<file path="config.mk">
export PLATFORM = sky130hd
export DESIGN_NAME = system_clock_generation
export DESIGN_NICKNAME = d
export VERILOG_FILES = /design/src/logic/system_clock_generation.v /design/src/logic/clock_divider.v
export VERILOG_INCLUDE_DIRS = /design/src /design/src/logic
export SDC_FILE = /design/constraint.sdc
export NUM_CORES = 1
export LEC_CHECK = 0
export CAP_MARGIN = 10
export CORE_UTILIZATION = 40
export CTS_CLUSTER_SIZE = 20
export DETAILED_ROUTE_END_ITERATION = 8
export DONT_BUFFER_PORTS = 1
export SLEW_MARGIN = 20
export SYNTH_ARGS = -nofsm -noshare
export SYNTH_HDL_FRONTEND = slang
export SYNTH_SLANG_ARGS = --single-unit
</file>
<file path="constraint.sdc">
create_clock -name core_clk_in -period 5.55 [get_ports core_clk_in]
set_clock_uncertainty 0.1 [all_clocks]
set_input_delay 1.11 -clock core_clk_in [delete_from_list [all_inputs] [get_ports core_clk_in]]
set_output_delay 1.11 -clock core_clk_in [all_outputs]
set_load 0.01 [all_outputs]
</file>
<file path="src/logic/system_clock_generation_regs.vh">
// How it works
// Source select 11 drives the system clock straight from external clock input one.
// Direct drive and prescale-by-one keep the incoming clock's high and low times.
// Source 10 with bypass set divides the oscillator clock by prescaler field plus one.
// The prescaler factor reaches 1024, the slowest oscillator-derived system clock.
// Source 10 with bypass clear runs the loop and uses its output.
// Loop factor is N over P times K2, each being field plus one.
// Loop reference chooses the crystal input or the internal clock source.
// System clock is the loop oscillator divided by K2.
// The loop pulls its frequency in small steps; a band change moves it into the new band at once.
// Band select picks low 00, middle 01 or high 10 oscillator band.
// Software sets flash access safety before going above 80 MHz.
// Source select 00 runs the system clock from the wakeup clock.
// Source or divider changes switch over without runt clock pulses.
`ifndef SYSTEM_CLOCK_GENERATION_REGS_VH
`define SYSTEM_CLOCK_GENERATION_REGS_VH

`define ADDR_SYSTEM_CLOCK_CONFIG 8'h00
`define ADDR_LOOP_CONFIG 8'h04
`define ADDR_PRESCALER 8'h08
`define ADDR_STARTUP_MEMORY_CONFIG 8'h0C
`define ADDR_STATUS 8'h10

`define SEL_WAKEUP 2'h0
`define SEL_RESERVED 2'h1
`define SEL_OSC 2'h2
`define SEL_DIRECT 2'h3

`define BAND_LOW 2'h0
`define BAND_MID 2'h1
`define BAND_HIGH 2'h2

`define SEL_MSB 1
`define SEL_LSB 0
`define BYPASS_BIT 0
`define REF_INTERNAL_BIT 1
`define BAND_MSB 3
`define BAND_LSB 2
`define IN_DIV_MSB 7
`define IN_DIV_LSB 4
`define MUL_MSB 14
`define MUL_LSB 8
`define OUT_DIV_MSB 21
`define OUT_DIV_LSB 15
`define PRE_DIV_MSB 9
`define PRE_DIV_LSB 0
`define SAFETY_BIT 0

`define STAT_SEL_MSB 1
`define STAT_SEL_LSB 0
`define STAT_SWITCH_BIT 2
`define STAT_LOCK_BIT 3
`define STAT_STEP_MSB 19
`define STAT_STEP_LSB 4

`define RST_SEL 2'h0
`define RST_BYPASS 1'b1
`define RST_REF_INTERNAL 1'b0
`define RST_BAND 2'h0
`define RST_IN_DIV 4'h0
`define RST_MUL 7'h00
`define RST_OUT_DIV 7'h00
`define RST_PRE_DIV 10'h000
`define RST_SAFETY 1'b0

`define STEP_LOW_MIN 16'h0400
`define STEP_LOW_MAX 16'h2000
`define STEP_MID_MIN 16'h0800
`define STEP_MID_MAX 16'h4000
`define STEP_HIGH_MIN 16'h1000
`define STEP_HIGH_MAX 16'h7FFF
`define STEP_DELTA 16'h0001
`define VCO_CNT_MAX 8'hFF

`endif

</file>
<file path="src/logic/system_clock_generation.v">
// Implementation choices: the address map and the plain strobed port.
`timescale 1ns/100ps
`include "system_clock_generation_regs.vh"
module system_clock_generation
(
	input wire core_clk_in,
	input wire rst_in,
	input wire [7:0] addr_in,
	input wire [31:0] wr_data_in,
	input wire wr_in,
	input wire rd_in,
	output reg [31:0] rd_data_out,
	input wire external_clock_input_one_in,
	input wire crystal_input_pin_in,
	input wire internal_clock_in,
	input wire wakeup_clock_in,
	output reg sys_clk_out,
	output reg flash_access_safety_out,
	output reg loop_locked_out,
	output reg clock_switching_out
);
	// Field plus one gives the divide or multiply factor
	function [10:0] factor;
		input [9:0] field;
		begin
			factor = {1'b0, field} + 11'h001;
		end
	endfunction

	function [15:0] band_min;
		input [1:0] band;
		begin
			case (band)
				`BAND_LOW: band_min = `STEP_LOW_MIN;
				`BAND_MID: band_min = `STEP_MID_MIN;
				`BAND_HIGH: band_min = `STEP_HIGH_MIN;
				default: band_min = `STEP_LOW_MIN;
			endcase
		end
	endfunction

	function [15:0] band_max;
		input [1:0] band;
		begin
			case (band)
				`BAND_LOW: band_max = `STEP_LOW_MAX;
				`BAND_MID: band_max = `STEP_MID_MAX;
				`BAND_HIGH: band_max = `STEP_HIGH_MAX;
				default: band_max = `STEP_LOW_MAX;
			endcase
		end
	endfunction

	// Software-visible configuration
	reg [1:0] system_clock_source_select_r;
	reg loop_bypass_r;
	reg ref_internal_r;
	reg [1:0] oscillator_band_select_r;
	reg [3:0] loop_input_divide_field_r;
	reg [6:0] loop_multiply_field_r;
	reg [6:0] loop_output_divide_field_r;
	reg [9:0] prescaler_divide_field_r;

	// Configuration currently driving the output
	reg [1:0] act_sel_r;
	reg act_bypass_r;
	reg act_ref_internal_r;
	reg [9:0] act_k1_r;
	reg [6:0] act_k2_r;
	localparam [1:0] ST_RUN = 2'h0;
	localparam [1:0] ST_PARK = 2'h1;
	localparam [1:0] ST_WAIT = 2'h2;
	reg [1:0] state_r;
	reg [1:0] state_nxt;
	reg restart_r;

	// Loop oscillator
	reg [15:0] acc_r;
	reg [15:0] step_r;
	reg [15:0] step_nxt;
	reg [7:0] vco_cnt_r;
	reg vco_prev_r;
	reg ref_prev_r;
	reg lock_nxt;

	wire ref_w;
	wire ref_rise_w;
	wire vco_w;
	wire vco_rise_w;
	wire loop_on_w;
	wire presc_w;
	wire k2_w;
	wire loop_input_divide_field_w;
	wire loop_input_divide_field_tick_w;
	wire [10:0] n_factor_w;
	wire [15:0] lo_w;
	wire [15:0] hi_w;
	wire mismatch_w;
	reg cand_w;
	reg [31:0] rd_nxt;

	assign ref_w = act_ref_internal_r ? internal_clock_in : crystal_input_pin_in;
	assign ref_rise_w = ref_w & ~ref_prev_r;
	assign vco_w = acc_r[15];
	assign vco_rise_w = vco_w & ~vco_prev_r;
	assign loop_on_w = (act_sel_r == `SEL_OSC) && !act_bypass_r;
	assign n_factor_w = factor({3'h0, loop_multiply_field_r});
	assign lo_w = band_min(oscillator_band_select_r);
	assign hi_w = band_max(oscillator_band_select_r);
	assign mismatch_w = (act_sel_r != system_clock_source_select_r) ||
		(act_bypass_r != loop_bypass_r) ||
		(act_ref_internal_r != ref_internal_r) ||
		(act_k1_r != prescaler_divide_field_r) ||
		(act_k2_r != loop_output_divide_field_r);

	clock_divider u_prescaler
	(
		.clk_in(core_clk_in),
		.rst_in(rst_in),
		.restart_in(restart_r),
		.src_in(ref_w),
		.rise_in(ref_rise_w),
		.factor_in(factor(act_k1_r)),
		.div_out(presc_w),
		.tick_out()
	);

	clock_divider u_input_divider
	(
		.clk_in(core_clk_in),
		.rst_in(rst_in),
		.restart_in(1'b0),
		.src_in(ref_w),
		.rise_in(ref_rise_w),
		.factor_in(factor({6'h00, loop_input_divide_field_r})),
		.div_out(loop_input_divide_field_w),
		.tick_out(loop_input_divide_field_tick_w)
	);

	clock_divider u_output_divider
	(
		.clk_in(core_clk_in),
		.rst_in(rst_in),
		.restart_in(restart_r),
		.src_in(vco_w),
		.rise_in(vco_rise_w),
		.factor_in(factor({3'h0, act_k2_r})),
		.div_out(k2_w),
		.tick_out()
	);

	// Candidate clock for the active configuration
	always @*
	begin
		case (act_sel_r)
			`SEL_DIRECT: cand_w = external_clock_input_one_in;
			`SEL_OSC: cand_w = act_bypass_r ? presc_w : k2_w;
			`SEL_WAKEUP: cand_w = wakeup_clock_in;
			default: cand_w = wakeup_clock_in;
		endcase
	end

	// Register writes
	always @(posedge core_clk_in)
	begin
		if (rst_in)
		begin
			system_clock_source_select_r <= `RST_SEL;
			loop_bypass_r <= `RST_BYPASS;
			ref_internal_r <= `RST_REF_INTERNAL;
			oscillator_band_select_r <= `RST_BAND;
			loop_input_divide_field_r <= `RST_IN_DIV;
			loop_multiply_field_r <= `RST_MUL;
			loop_output_divide_field_r <= `RST_OUT_DIV;
			prescaler_divide_field_r <= `RST_PRE_DIV;
			flash_access_safety_out <= `RST_SAFETY;
		end
		else if (wr_in)
		begin
			case (addr_in)
				`ADDR_SYSTEM_CLOCK_CONFIG:
					system_clock_source_select_r <= wr_data_in[`SEL_MSB:`SEL_LSB];
				`ADDR_LOOP_CONFIG:
				begin
					loop_bypass_r <= wr_data_in[`BYPASS_BIT];
					ref_internal_r <= wr_data_in[`REF_INTERNAL_BIT];
					oscillator_band_select_r <= wr_data_in[`BAND_MSB:`BAND_LSB];
					loop_input_divide_field_r <= wr_data_in[`IN_DIV_MSB:`IN_DIV_LSB];
					loop_multiply_field_r <= wr_data_in[`MUL_MSB:`MUL_LSB];
					loop_output_divide_field_r <= wr_data_in[`OUT_DIV_MSB:`OUT_DIV_LSB];
				end
				`ADDR_PRESCALER:
					prescaler_divide_field_r <= wr_data_in[`PRE_DIV_MSB:`PRE_DIV_LSB];
				// Stored only; software must set it before a fast clock
				`ADDR_STARTUP_MEMORY_CONFIG:
					flash_access_safety_out <= wr_data_in[`SAFETY_BIT];
				default:
					flash_access_safety_out <= flash_access_safety_out;
			endcase
		end
	end

	// Register reads, data one cycle after the strobe
	always @*
	begin
		rd_nxt = 32'h00000000;
		case (addr_in)
			`ADDR_SYSTEM_CLOCK_CONFIG:
				rd_nxt[`SEL_MSB:`SEL_LSB] = system_clock_source_select_r;
			`ADDR_LOOP_CONFIG:
			begin
				rd_nxt[`BYPASS_BIT] = loop_bypass_r;
				rd_nxt[`REF_INTERNAL_BIT] = ref_internal_r;
				rd_nxt[`BAND_MSB:`BAND_LSB] = oscillator_band_select_r;
				rd_nxt[`IN_DIV_MSB:`IN_DIV_LSB] = loop_input_divide_field_r;
				rd_nxt[`MUL_MSB:`MUL_LSB] = loop_multiply_field_r;
				rd_nxt[`OUT_DIV_MSB:`OUT_DIV_LSB] = loop_output_divide_field_r;
			end
			`ADDR_PRESCALER:
				rd_nxt[`PRE_DIV_MSB:`PRE_DIV_LSB] = prescaler_divide_field_r;
			`ADDR_STARTUP_MEMORY_CONFIG:
				rd_nxt[`SAFETY_BIT] = flash_access_safety_out;
			`ADDR_STATUS:
			begin
				rd_nxt[`STAT_SEL_MSB:`STAT_SEL_LSB] = act_sel_r;
				rd_nxt[`STAT_SWITCH_BIT] = clock_switching_out;
				rd_nxt[`STAT_LOCK_BIT] = loop_locked_out;
				rd_nxt[`STAT_STEP_MSB:`STAT_STEP_LSB] = step_r;
			end
			default:
				rd_nxt = 32'h00000000;
		endcase
	end

	always @(posedge core_clk_in)
	begin
		if (rst_in)
			rd_data_out <= 32'h00000000;
		else if (rd_in)
			rd_data_out <= rd_nxt;
		else
			rd_data_out <= 32'h00000000;
	end

	// Loop frequency control: one step per divided reference period
	always @*
	begin
		step_nxt = step_r;
		lock_nxt = loop_locked_out;
		if (!loop_on_w)
		begin
			step_nxt = lo_w;
			lock_nxt = 1'b0;
		end
		else if (loop_input_divide_field_tick_w)
		begin
			lock_nxt = ({3'h0, vco_cnt_r} == n_factor_w);
			// Small nudges only, so the output frequency slides rather than jumps
			if ({3'h0, vco_cnt_r} < n_factor_w && step_r < hi_w)
				step_nxt = step_r + `STEP_DELTA;
			else if ({3'h0, vco_cnt_r} > n_factor_w && step_r > lo_w)
				step_nxt = step_r - `STEP_DELTA;
		end
		// A band change pulls the step back inside the band at once
		if (step_nxt < lo_w)
			step_nxt = lo_w;
		else if (step_nxt > hi_w)
			step_nxt = hi_w;
	end

	always @(posedge core_clk_in)
	begin
		if (rst_in)
		begin
			acc_r <= 16'h0000;
			step_r <= `STEP_LOW_MIN;
			vco_cnt_r <= 8'h00;
			vco_prev_r <= 1'b0;
			ref_prev_r <= 1'b0;
			loop_locked_out <= 1'b0;
		end
		else
		begin
			acc_r <= loop_on_w ? acc_r + step_r : 16'h0000;
			step_r <= step_nxt;
			vco_prev_r <= vco_w;
			ref_prev_r <= ref_w;
			loop_locked_out <= lock_nxt;
			// Count oscillator cycles per divided reference period, N times P over P
			if (loop_input_divide_field_tick_w || !loop_on_w)
				vco_cnt_r <= {7'h00, vco_rise_w};
			else if (vco_rise_w && vco_cnt_r != `VCO_CNT_MAX)
				vco_cnt_r <= vco_cnt_r + 8'h01;
		end
	end

	// Switch-over sequencer
	always @*
	begin
		state_nxt = state_r;
		case (state_r)
			ST_RUN:
				if (mismatch_w && !cand_w)
					state_nxt = ST_PARK;
			ST_PARK:
				state_nxt = ST_WAIT;
			ST_WAIT:
				if (!cand_w)
					state_nxt = ST_RUN;
			default:
				state_nxt = ST_RUN;
		endcase
	end

	always @(posedge core_clk_in)
	begin
		if (rst_in)
		begin
			state_r <= ST_RUN;
			act_sel_r <= `RST_SEL;
			act_bypass_r <= `RST_BYPASS;
			act_ref_internal_r <= `RST_REF_INTERNAL;
			act_k1_r <= `RST_PRE_DIV;
			act_k2_r <= `RST_OUT_DIV;
			restart_r <= 1'b0;
			sys_clk_out <= 1'b0;
			clock_switching_out <= 1'b0;
		end
		else
		begin
			state_r <= state_nxt;
			restart_r <= 1'b0;
			// Take the new setting only while the output sits low
			if (state_r == ST_RUN && state_nxt == ST_PARK)
			begin
				act_sel_r <= system_clock_source_select_r;
				act_bypass_r <= loop_bypass_r;
				act_ref_internal_r <= ref_internal_r;
				act_k1_r <= prescaler_divide_field_r;
				act_k2_r <= loop_output_divide_field_r;
				restart_r <= 1'b1;
			end
			clock_switching_out <= (state_nxt != ST_RUN);
			// Held low through the change; stretches a low phase, never cuts one
			if (state_nxt == ST_RUN && state_r == ST_RUN)
				sys_clk_out <= cand_w;
			else
				sys_clk_out <= 1'b0;
		end
	end
endmodule

</file>
<file path="src/logic/clock_divider.v">
`timescale 1ns/100ps
`include "system_clock_generation_regs.vh"
module clock_divider
(
	input wire clk_in,
	input wire rst_in,
	input wire restart_in,
	input wire src_in,
	input wire rise_in,
	input wire [10:0] factor_in,
	output reg div_out,
	output reg tick_out
);
	reg [10:0] cnt_r;
	wire [10:0] last_w;
	wire [10:0] cnt_nxt;
	wire [11:0] half_w;

	assign last_w = factor_in - 11'h001;
	assign cnt_nxt = cnt_r + 11'h001;
	// High phase covers the first half of the input cycles, rounded up
	assign half_w = ({1'b0, factor_in} + 12'h001) >> 1;

	always @(posedge clk_in)
	begin
		if (rst_in)
		begin
			cnt_r <= 11'h000;
			div_out <= 1'b0;
			tick_out <= 1'b0;
		end
		else if (restart_in)
		begin
			// Parked low, first rising input edge opens a full high phase
			cnt_r <= last_w;
			div_out <= 1'b0;
			tick_out <= 1'b0;
		end
		else if (factor_in == 11'h001)
		begin
			div_out <= src_in;
			tick_out <= rise_in;
		end
		else
		begin
			tick_out <= 1'b0;
			if (rise_in)
			begin
				if (cnt_r >= last_w)
				begin
					cnt_r <= 11'h000;
					div_out <= 1'b1;
					tick_out <= 1'b1;
				end
				else
				begin
					cnt_r <= cnt_nxt;
					if ({1'b0, cnt_nxt} >= half_w)
						div_out <= 1'b0;
				end
			end
		end
	end
endmodule

</file>
==> reports/qor.csv, run 1 <==
metric,value,unit
area grow syn2layout,9.05,%
Die ar.,29200,um2
worst r2r path cells,22,
status,completed,
crit-path max FO,7,
drt pass-1 iters,8,
hpwl dp,22.7,mm
Critical Path End,step_r[10]$_SDFF_PP1_,
Worst-path clk slew,0.07,ns
max-slew violation count,0,
Pwr Total,2.40,mW
CP arrival,5.41,ns
Mean Syn Cell Area,8.13,um2
pin count of the biggest net entering global routing,87,
Die X,171,um
worst skew pair latency,0.43,ns
crit path cell chain,"ha_1, clkinvlp_4, buf_4, ha_1, nand2_1, o21ai_0, a31oi_1, or2_0, a2111oi_0, o221ai_1, xor2_1, nor2_1, ha_1, a21o_1, a21o_1, a21oi_1, o21ai_0, a221oi_2, o21a_1, nor2_1, a2111oi_2, a21oi_1",
Worst R2R End,step_r[10]$_SDFF_PP1_,
number of port buffers,0,
final hold vios,0,
routed via count,9970,
cell count after synthesis,1401,
Sequential Area,3240,um2
layout cells sized above 1,7.42,%
gr usage total,21.4,%
total gr overflow,0,
Die Height,171,um
Post-synth EDFFs,0,
"Top FF cell, synth",dfxtp_1,
initial antenna violation count,2,
Worst Setup Path Type,flip-flop to flip-flop,
FF-to-FF Start,oscillator_band_select_r[1]$_SDFFE_PP0P_,
Crit path top cell by count,ha_1,
"FF+latch count, synth",162,
global-route wire length before repair,49.1,mm
fin nets,1561,
final setup fails,0,
worst hold margin,0.394,ns
gp weighted congestion,0.900,
drt initial violations,916,
Pleak,4.66,nW
YS warnings,0,
Yosys top cell area share,28.5,%
Worst Setup SP,oscillator_band_select_r[1]$_SDFFE_PP0P_,
"IR drop worst, VDD",137,uV
synthesized cell area,11400,um2
Core ar.,27900,um2
Yosys cell types,75,
Max-Cap Viols,0,
Hold Path Class,flip-flop to flip-flop,
DR WL/cell,17.1,um
CP Launch Type,flip-flop,
number of fill cells,2821,
Area contributors post-synth,"dfxtp_1 28%, ha_1 14%, xnor2_1 4.8%",
Slew @ Worst Pin,0.982,ns
largest area contributor in the netlist,dfxtp_1,
Multi-input gate area,7710,um2
post-route ant nets,0,
H-tree lvl count,4,
reg2reg setup slack,0.34,ns
IO Count,84,
TritonCTS buffer count,17,
Power Density,193,nW/um2
Max clock buf depth,2,
vias in the first global route,9216,
Total Wirelength,30.5,mm
Residual DRC,0,
WP data required,5.75,ns
Fmax,192,MHz
Sink Count,162,
Vias/cell,5.60,
CTS tree,built,
register area share after synthesis,28.5,%
fin crit period,5.21,ns
slowest stage cell on the critical path,a2111oi_0,
site row count,61,
crit-path max cell delay,0.45,ns
Rel. slew slack,34.6,%
initial cell density of the core,40.8,%
Worst Hold Depth,2,
post-synthesis async set-or-reset flop share,0,%
root buffer cell,clkbuf_16,
Setup crit end kind,flip-flop,
Final period util,93.9,%
critical path, delay by kind of cell (launching register included):
kind | cells | cell delay [ns]
AO/OA/AOI/OAI | 12 | 2.53
buffers and inverters | 2 | 0.42
XOR/XNOR | 1 | 0.20
AND/OR/NAND/NOR | 4 | 0.69
flip-flops | 1 | 0.38
adder cells (fa/ha/maj) | 3 | 0.78
timing repair:
item	CTS	global route
setup endpoints to repair	0	10
buffers inserted	0	1
endpoints found under the hold margin	0	0
resized for setup	0	6
hold buffers	0	0
worst min path at each step:
stage	startpoint	end	slack, ns
3_5_place_dp	loop_output_divide_field_r[6]$_SDFFE_PP0P_	loop_output_divide_field_r[6]$_SDFFE_PP0P_	0.38
6_report	loop_output_divide_field_r[6]$_SDFFE_PP0P_	loop_output_divide_field_r[6]$_SDFFE_PP0P_	0.39
2_1_floorplan	oscillator_band_select_r[1]$_SDFFE_PP0P_	oscillator_band_select_r[1]$_SDFFE_PP0P_	0.37
3_3_place_gp	oscillator_band_select_r[1]$_SDFFE_PP0P_	oscillator_band_select_r[1]$_SDFFE_PP0P_	0.38
4_1_cts	loop_output_divide_field_r[6]$_SDFFE_PP0P_	loop_output_divide_field_r[6]$_SDFFE_PP0P_	0.39
5_1_grt	oscillator_band_select_r[1]$_SDFFE_PP0P_	oscillator_band_select_r[1]$_SDFFE_PP0P_	0.41
layer usage:
metal  share of wire [%]  track usage, %
met5                   0               0
met4                 1.8            5.84
met3                 6.1            3.93
met2                  44            33.0
met1                  48            30.2
synthesized netlist by cell type, drive strengths merged, types with 6 or more instances:
library cell / n
a2111oi: 6
a211oi: 26
a21o: 19
a21oi: 101
a221oi: 15
a222oi: 8
a22oi: 20
a31oi: 7
and3: 22
buf: 23
clkbuf: 54
dfxtp: 162
ha: 124
inv: 44
mux2i: 32
nand2: 126
nand2b: 9
nand3: 55
nand4: 31
nor2: 156
nor2b: 20
nor3: 27
nor3b: 8
nor4: 27
o211ai: 6
o21a: 11
o21ai: 53
o21bai: 8
o22ai: 9
or2: 8
or3: 14
xnor2: 62
xor2: 55
registers in the layout, summed over array words and instances (netlist names), 2 cells and up:
signal / flops
acc_r: 16
act_k1_r: 10
act_k2_r: 7
act_sel_r: 2
loop_input_divide_field_r: 4
loop_multiply_field_r: 7
loop_output_divide_field_r: 7
oscillator_band_select_r: 2
prescaler_divide_field_r: 10
rd_data_out: 22
state_r: 2
step_r: 16
system_clock_source_select_r: 2
u_input_divider.cnt_r: 11
u_output_divider.cnt_r: 11
u_prescaler.cnt_r: 11
vco_cnt_r: 8
power breakdown:
group          total [mW]  switching, mW  internal, mW  leakage, nW
Clock                1.17          0.526         0.639        0.282
Sequential           1.17        0.00664          1.17         1.31
Combinational      0.0613         0.0376        0.0237         3.07
Total                2.40          0.571          1.83         4.66
final cells by class:
cell class,count,share of cell area (%)
multi-input cells,1128,62.0
clock inverters,13,1.03
inverters,45,1.39
flip-flops and latches,162,26.1
diodes,2,0.0403
repair buffers,34,2.05
clock buffers,19,3.56
well taps,378,3.81
layout by cell type (no fill, tap or decap), types with 34 or more instances in the layout:
| cell type | netlist | final |
|---|---|---|
| a21oi_1 | 101 | 100 |
| buf_4 | 11 | 34 |
| dfxtp_1 | 162 | 162 |
| ha_1 | 124 | 124 |
| inv_1 | 44 | 43 |
| nand2_1 | 125 | 125 |
| nand3_1 | 55 | 55 |
| nor2_1 | 144 | 144 |
| o21ai_0 | 50 | 50 |
| xnor2_1 | 62 | 62 |
| xor2_1 | 55 | 55 |
logic make-up after synthesis:
| kind of cell | after synthesis | synth area share [%] |
|---|---|---|
| and+or+nand+nor | 522 | 22.7 |
| AOI/OAI and AO/OA | 315 | 18.1 |
| DFF | 162 | 28.5 |
| adders and majority gates | 126 | 13.9 |
| buffers and inverters | 122 | 4.62 |
| xor gates and xnor gates | 117 | 8.99 |
| muxes | 35 | 3.21 |
| other | 2 | 0.0659 |
metrics by stage:
| stage | area, um2 | TNS (ns) | std cells | worst slack (ns) | utilization (%) |
|---|---|---|---|---|---|
| after floorplan | 11400 | 0 | 1412 | 0.575 | - |
| after global placement | 11800 | 0 | 1746 | 0.264 | 42.3 |
| after detailed placement | 11800 | 0 | 1746 | 0.0890 | 42.3 |
| after CTS | 12400 | 0 | 1778 | 0.0281 | 44.3 |
| after global routing | 12400 | -0.00251 | 1781 | -0.00251 | 44.5 |
| final | 12400 | 0 | 1781 | 0.340 | 44.5 |
Note: power is estimated with default switching activity, not from simulation.
==> run 2, diff against run 1 <==
PLACE_DENSITY = 0.57   (was not set)
==> run 2 against run 1 <==
Utilization barely moved. Global-route usage rose by 0.38 points. Highest routed layer unchanged. Final cell count fell by 0.39%. Worst setup slack improved by 0.092 ns. Hold slack improved by 0.013 ns. Register-to-register slack improved by 0.09 ns. Maximum frequency rose by 1.8%. First-iteration DRC count fell by 17%.
==> reports/qor.csv, run 2 (synthesis gave the netlist of run 1 again) <==
metric,value,unit
Pwr Total,2.47,mW
site row count,61,
H-tree lvl count,4,
Placed Area,11800,um2
final setup fails,0,
post-route ant nets,0,
Die ar.,29200,um2
gp weighted congestion,0.890,
worst skew pair latency,0.44,ns
fin nets,1556,
Worst-path clk slew,0.08,ns
Worst Slack Setup Final,0.432,ns
crit path buf inv count,2,
Total Wirelength,30.8,mm
DR WL/cell,17.4,um
Fmax,195,MHz
Max clock buf depth,2,
drt initial violations,757,
drt pass-1 iters,5,
final instance area,12400,um2
number of fill cells,2826,
layout cells sized above 1,7.16,%
IO Count,84,
Die Height,171,um
slowest stage cell on the critical path,dfxtp_1,
TritonCTS buffer count,17,
status,completed,
max-slew violation count,0,
Post-CTS Hold Fix Bufs,0,
Biggest register,rd_data_out,
Pleak,4.64,nW
hpwl dp,23.0,mm
gr usage total,21.7,%
crit path cell chain,"ha_1, and3_1, nand3_1, xor2_1, ha_1, a21oi_1, nand2_1, a21oi_2, nand4_1, nor4_2, buf_4, nand4_1, a21oi_1, xnor2_1, a21oi_1, ha_1, nand4_1, nor4_1, o21a_1, nor2_1, buf_4, o31a_1",
CP Launch Type,flip-flop,
Power Density,199,nW/um2
global-route wire length before repair,49.6,mm
total negative slack,0,ns
Residual DRC,0,
Largest regs,"rd_data_out x22, acc_r x16, step_r x16",
total gr overflow,0,
unrepaired setup endpoints after global routing,no,
# diodes,0,
Setup crit end kind,flip-flop,
Die X,171,um
final hold vios,0,
Crit path max-delay family,simple AND/OR/NAND/NOR gates,
"IR drop worst, VDD",191,uV
area grow syn2layout,9.03,%
vias in the first global route,9256,
Hold Path Class,flip-flop to flip-flop,
number of flip-flops in the largest register,22,
routed via count,10100,
WP data required,5.77,ns
crit-path max cell delay,0.43,ns
CTS tree,built,
crit-path max FO,11,
CP arrival,5.34,ns
most frequent cells in the layout,"162 x dfxtp_1, 143 x nor2_1, 125 x nand2_1",
Sequential Area,3240,um2
Slew @ Worst Pin,0.923,ns
Rel. slew slack,38.3,%
Sink Count,162,
root buffer cell,clkbuf_16,
Core ar.,27900,um2
"commonest non-fill, non-tap cell in the layout",dfxtp_1,
Final period util,92.2,%
initial cell density of the core,40.8,%
Multi-input gate area,7710,um2
Max-Cap Viols,0,
Vias/cell,5.68,
initial antenna violation count,0,
pre-CTS WS,0.267,ns
Worst Setup Path Type,flip-flop to flip-flop,
number of port buffers,0,
fin crit period,5.12,ns
pin count of the biggest net entering global routing,87,
## run 2: changes by cell type in the layout (fill, tap and decap cells not counted), sizes merged
cell / delta
buf: -5
inv: +3
bufinv: +1
clkbuf: -1
clkinv: -3
diode: -2
## run 2: final cells by class
class	count	area share, %
clock buffers	18	3.45
flip-flops and latches	162	26.1
multi-input cells	1128	62.1
repair buffers	29	1.85
well taps	378	3.81
inverters	45	1.39
clock inverters	14	1.34
## run 2: repair_timing
action,in CTS,in global routing
setup endpoints to repair,0,15
gates resized for setup,0,6
buffers inserted,0,2
## run 2: metrics by stage
| step | hold WS [ns] | utilization, % | std cells |
|---|---|---|---|
| finish | 0.406 | 44.5 | 1774 |
| global route | 0.430 | 44.5 | 1774 |
| CTS | 0.409 | 44.3 | 1772 |
| detailed placement | 0.399 | 42.2 | 1740 |
| global placement | 0.383 | 42.1 | 1740 |
| floorplan | 0.365 | - | 1412 |
## run 2: final timing paths
kind                                              endpoint  cells past startpoint                                     start  slack [ns]
hold reg to reg   prescaler_divide_field_r[2]$_SDFFE_PP0P_                      2  prescaler_divide_field_r[2]$_SDFFE_PP0P_        0.41
hold / removal    prescaler_divide_field_r[2]$_SDFFE_PP0P_                      2  prescaler_divide_field_r[2]$_SDFFE_PP0P_        0.41
setup reg to reg                     step_r[11]$_SDFF_PP0_                     22     loop_multiply_field_r[1]$_SDFFE_PP0P_        0.43
setup / recovery                     step_r[11]$_SDFF_PP0_                     22     loop_multiply_field_r[1]$_SDFFE_PP0P_        0.43
## run 2: power by group
group          switching [mW]  leakage (nW)  internal [mW]
Combinational          0.0378          3.05         0.0237
Clock                   0.559         0.289          0.678
Sequential            0.00658          1.31           1.17
Total                   0.603          4.64           1.87
## run 2: routing by layer
metal | global-route usage (%) | wire length, um
met5 | 0 | 0
met4 | 8.70 | 868
met3 | 3.59 | 1850
met2 | 32.3 | 13200
met1 | 31.0 | 14900
## run 2: worst register-to-register path: cells and delay by family, from the launching register on
kind                       cells  cell delay [ns]
AOI/OAI and AO/OA              6             1.19
adders and majority gates      3             0.87
buffers and inverters          2             0.36
and+or+nand+nor                9             1.71
xor gates and xnor gates       2             0.35
DFF                            1             0.43
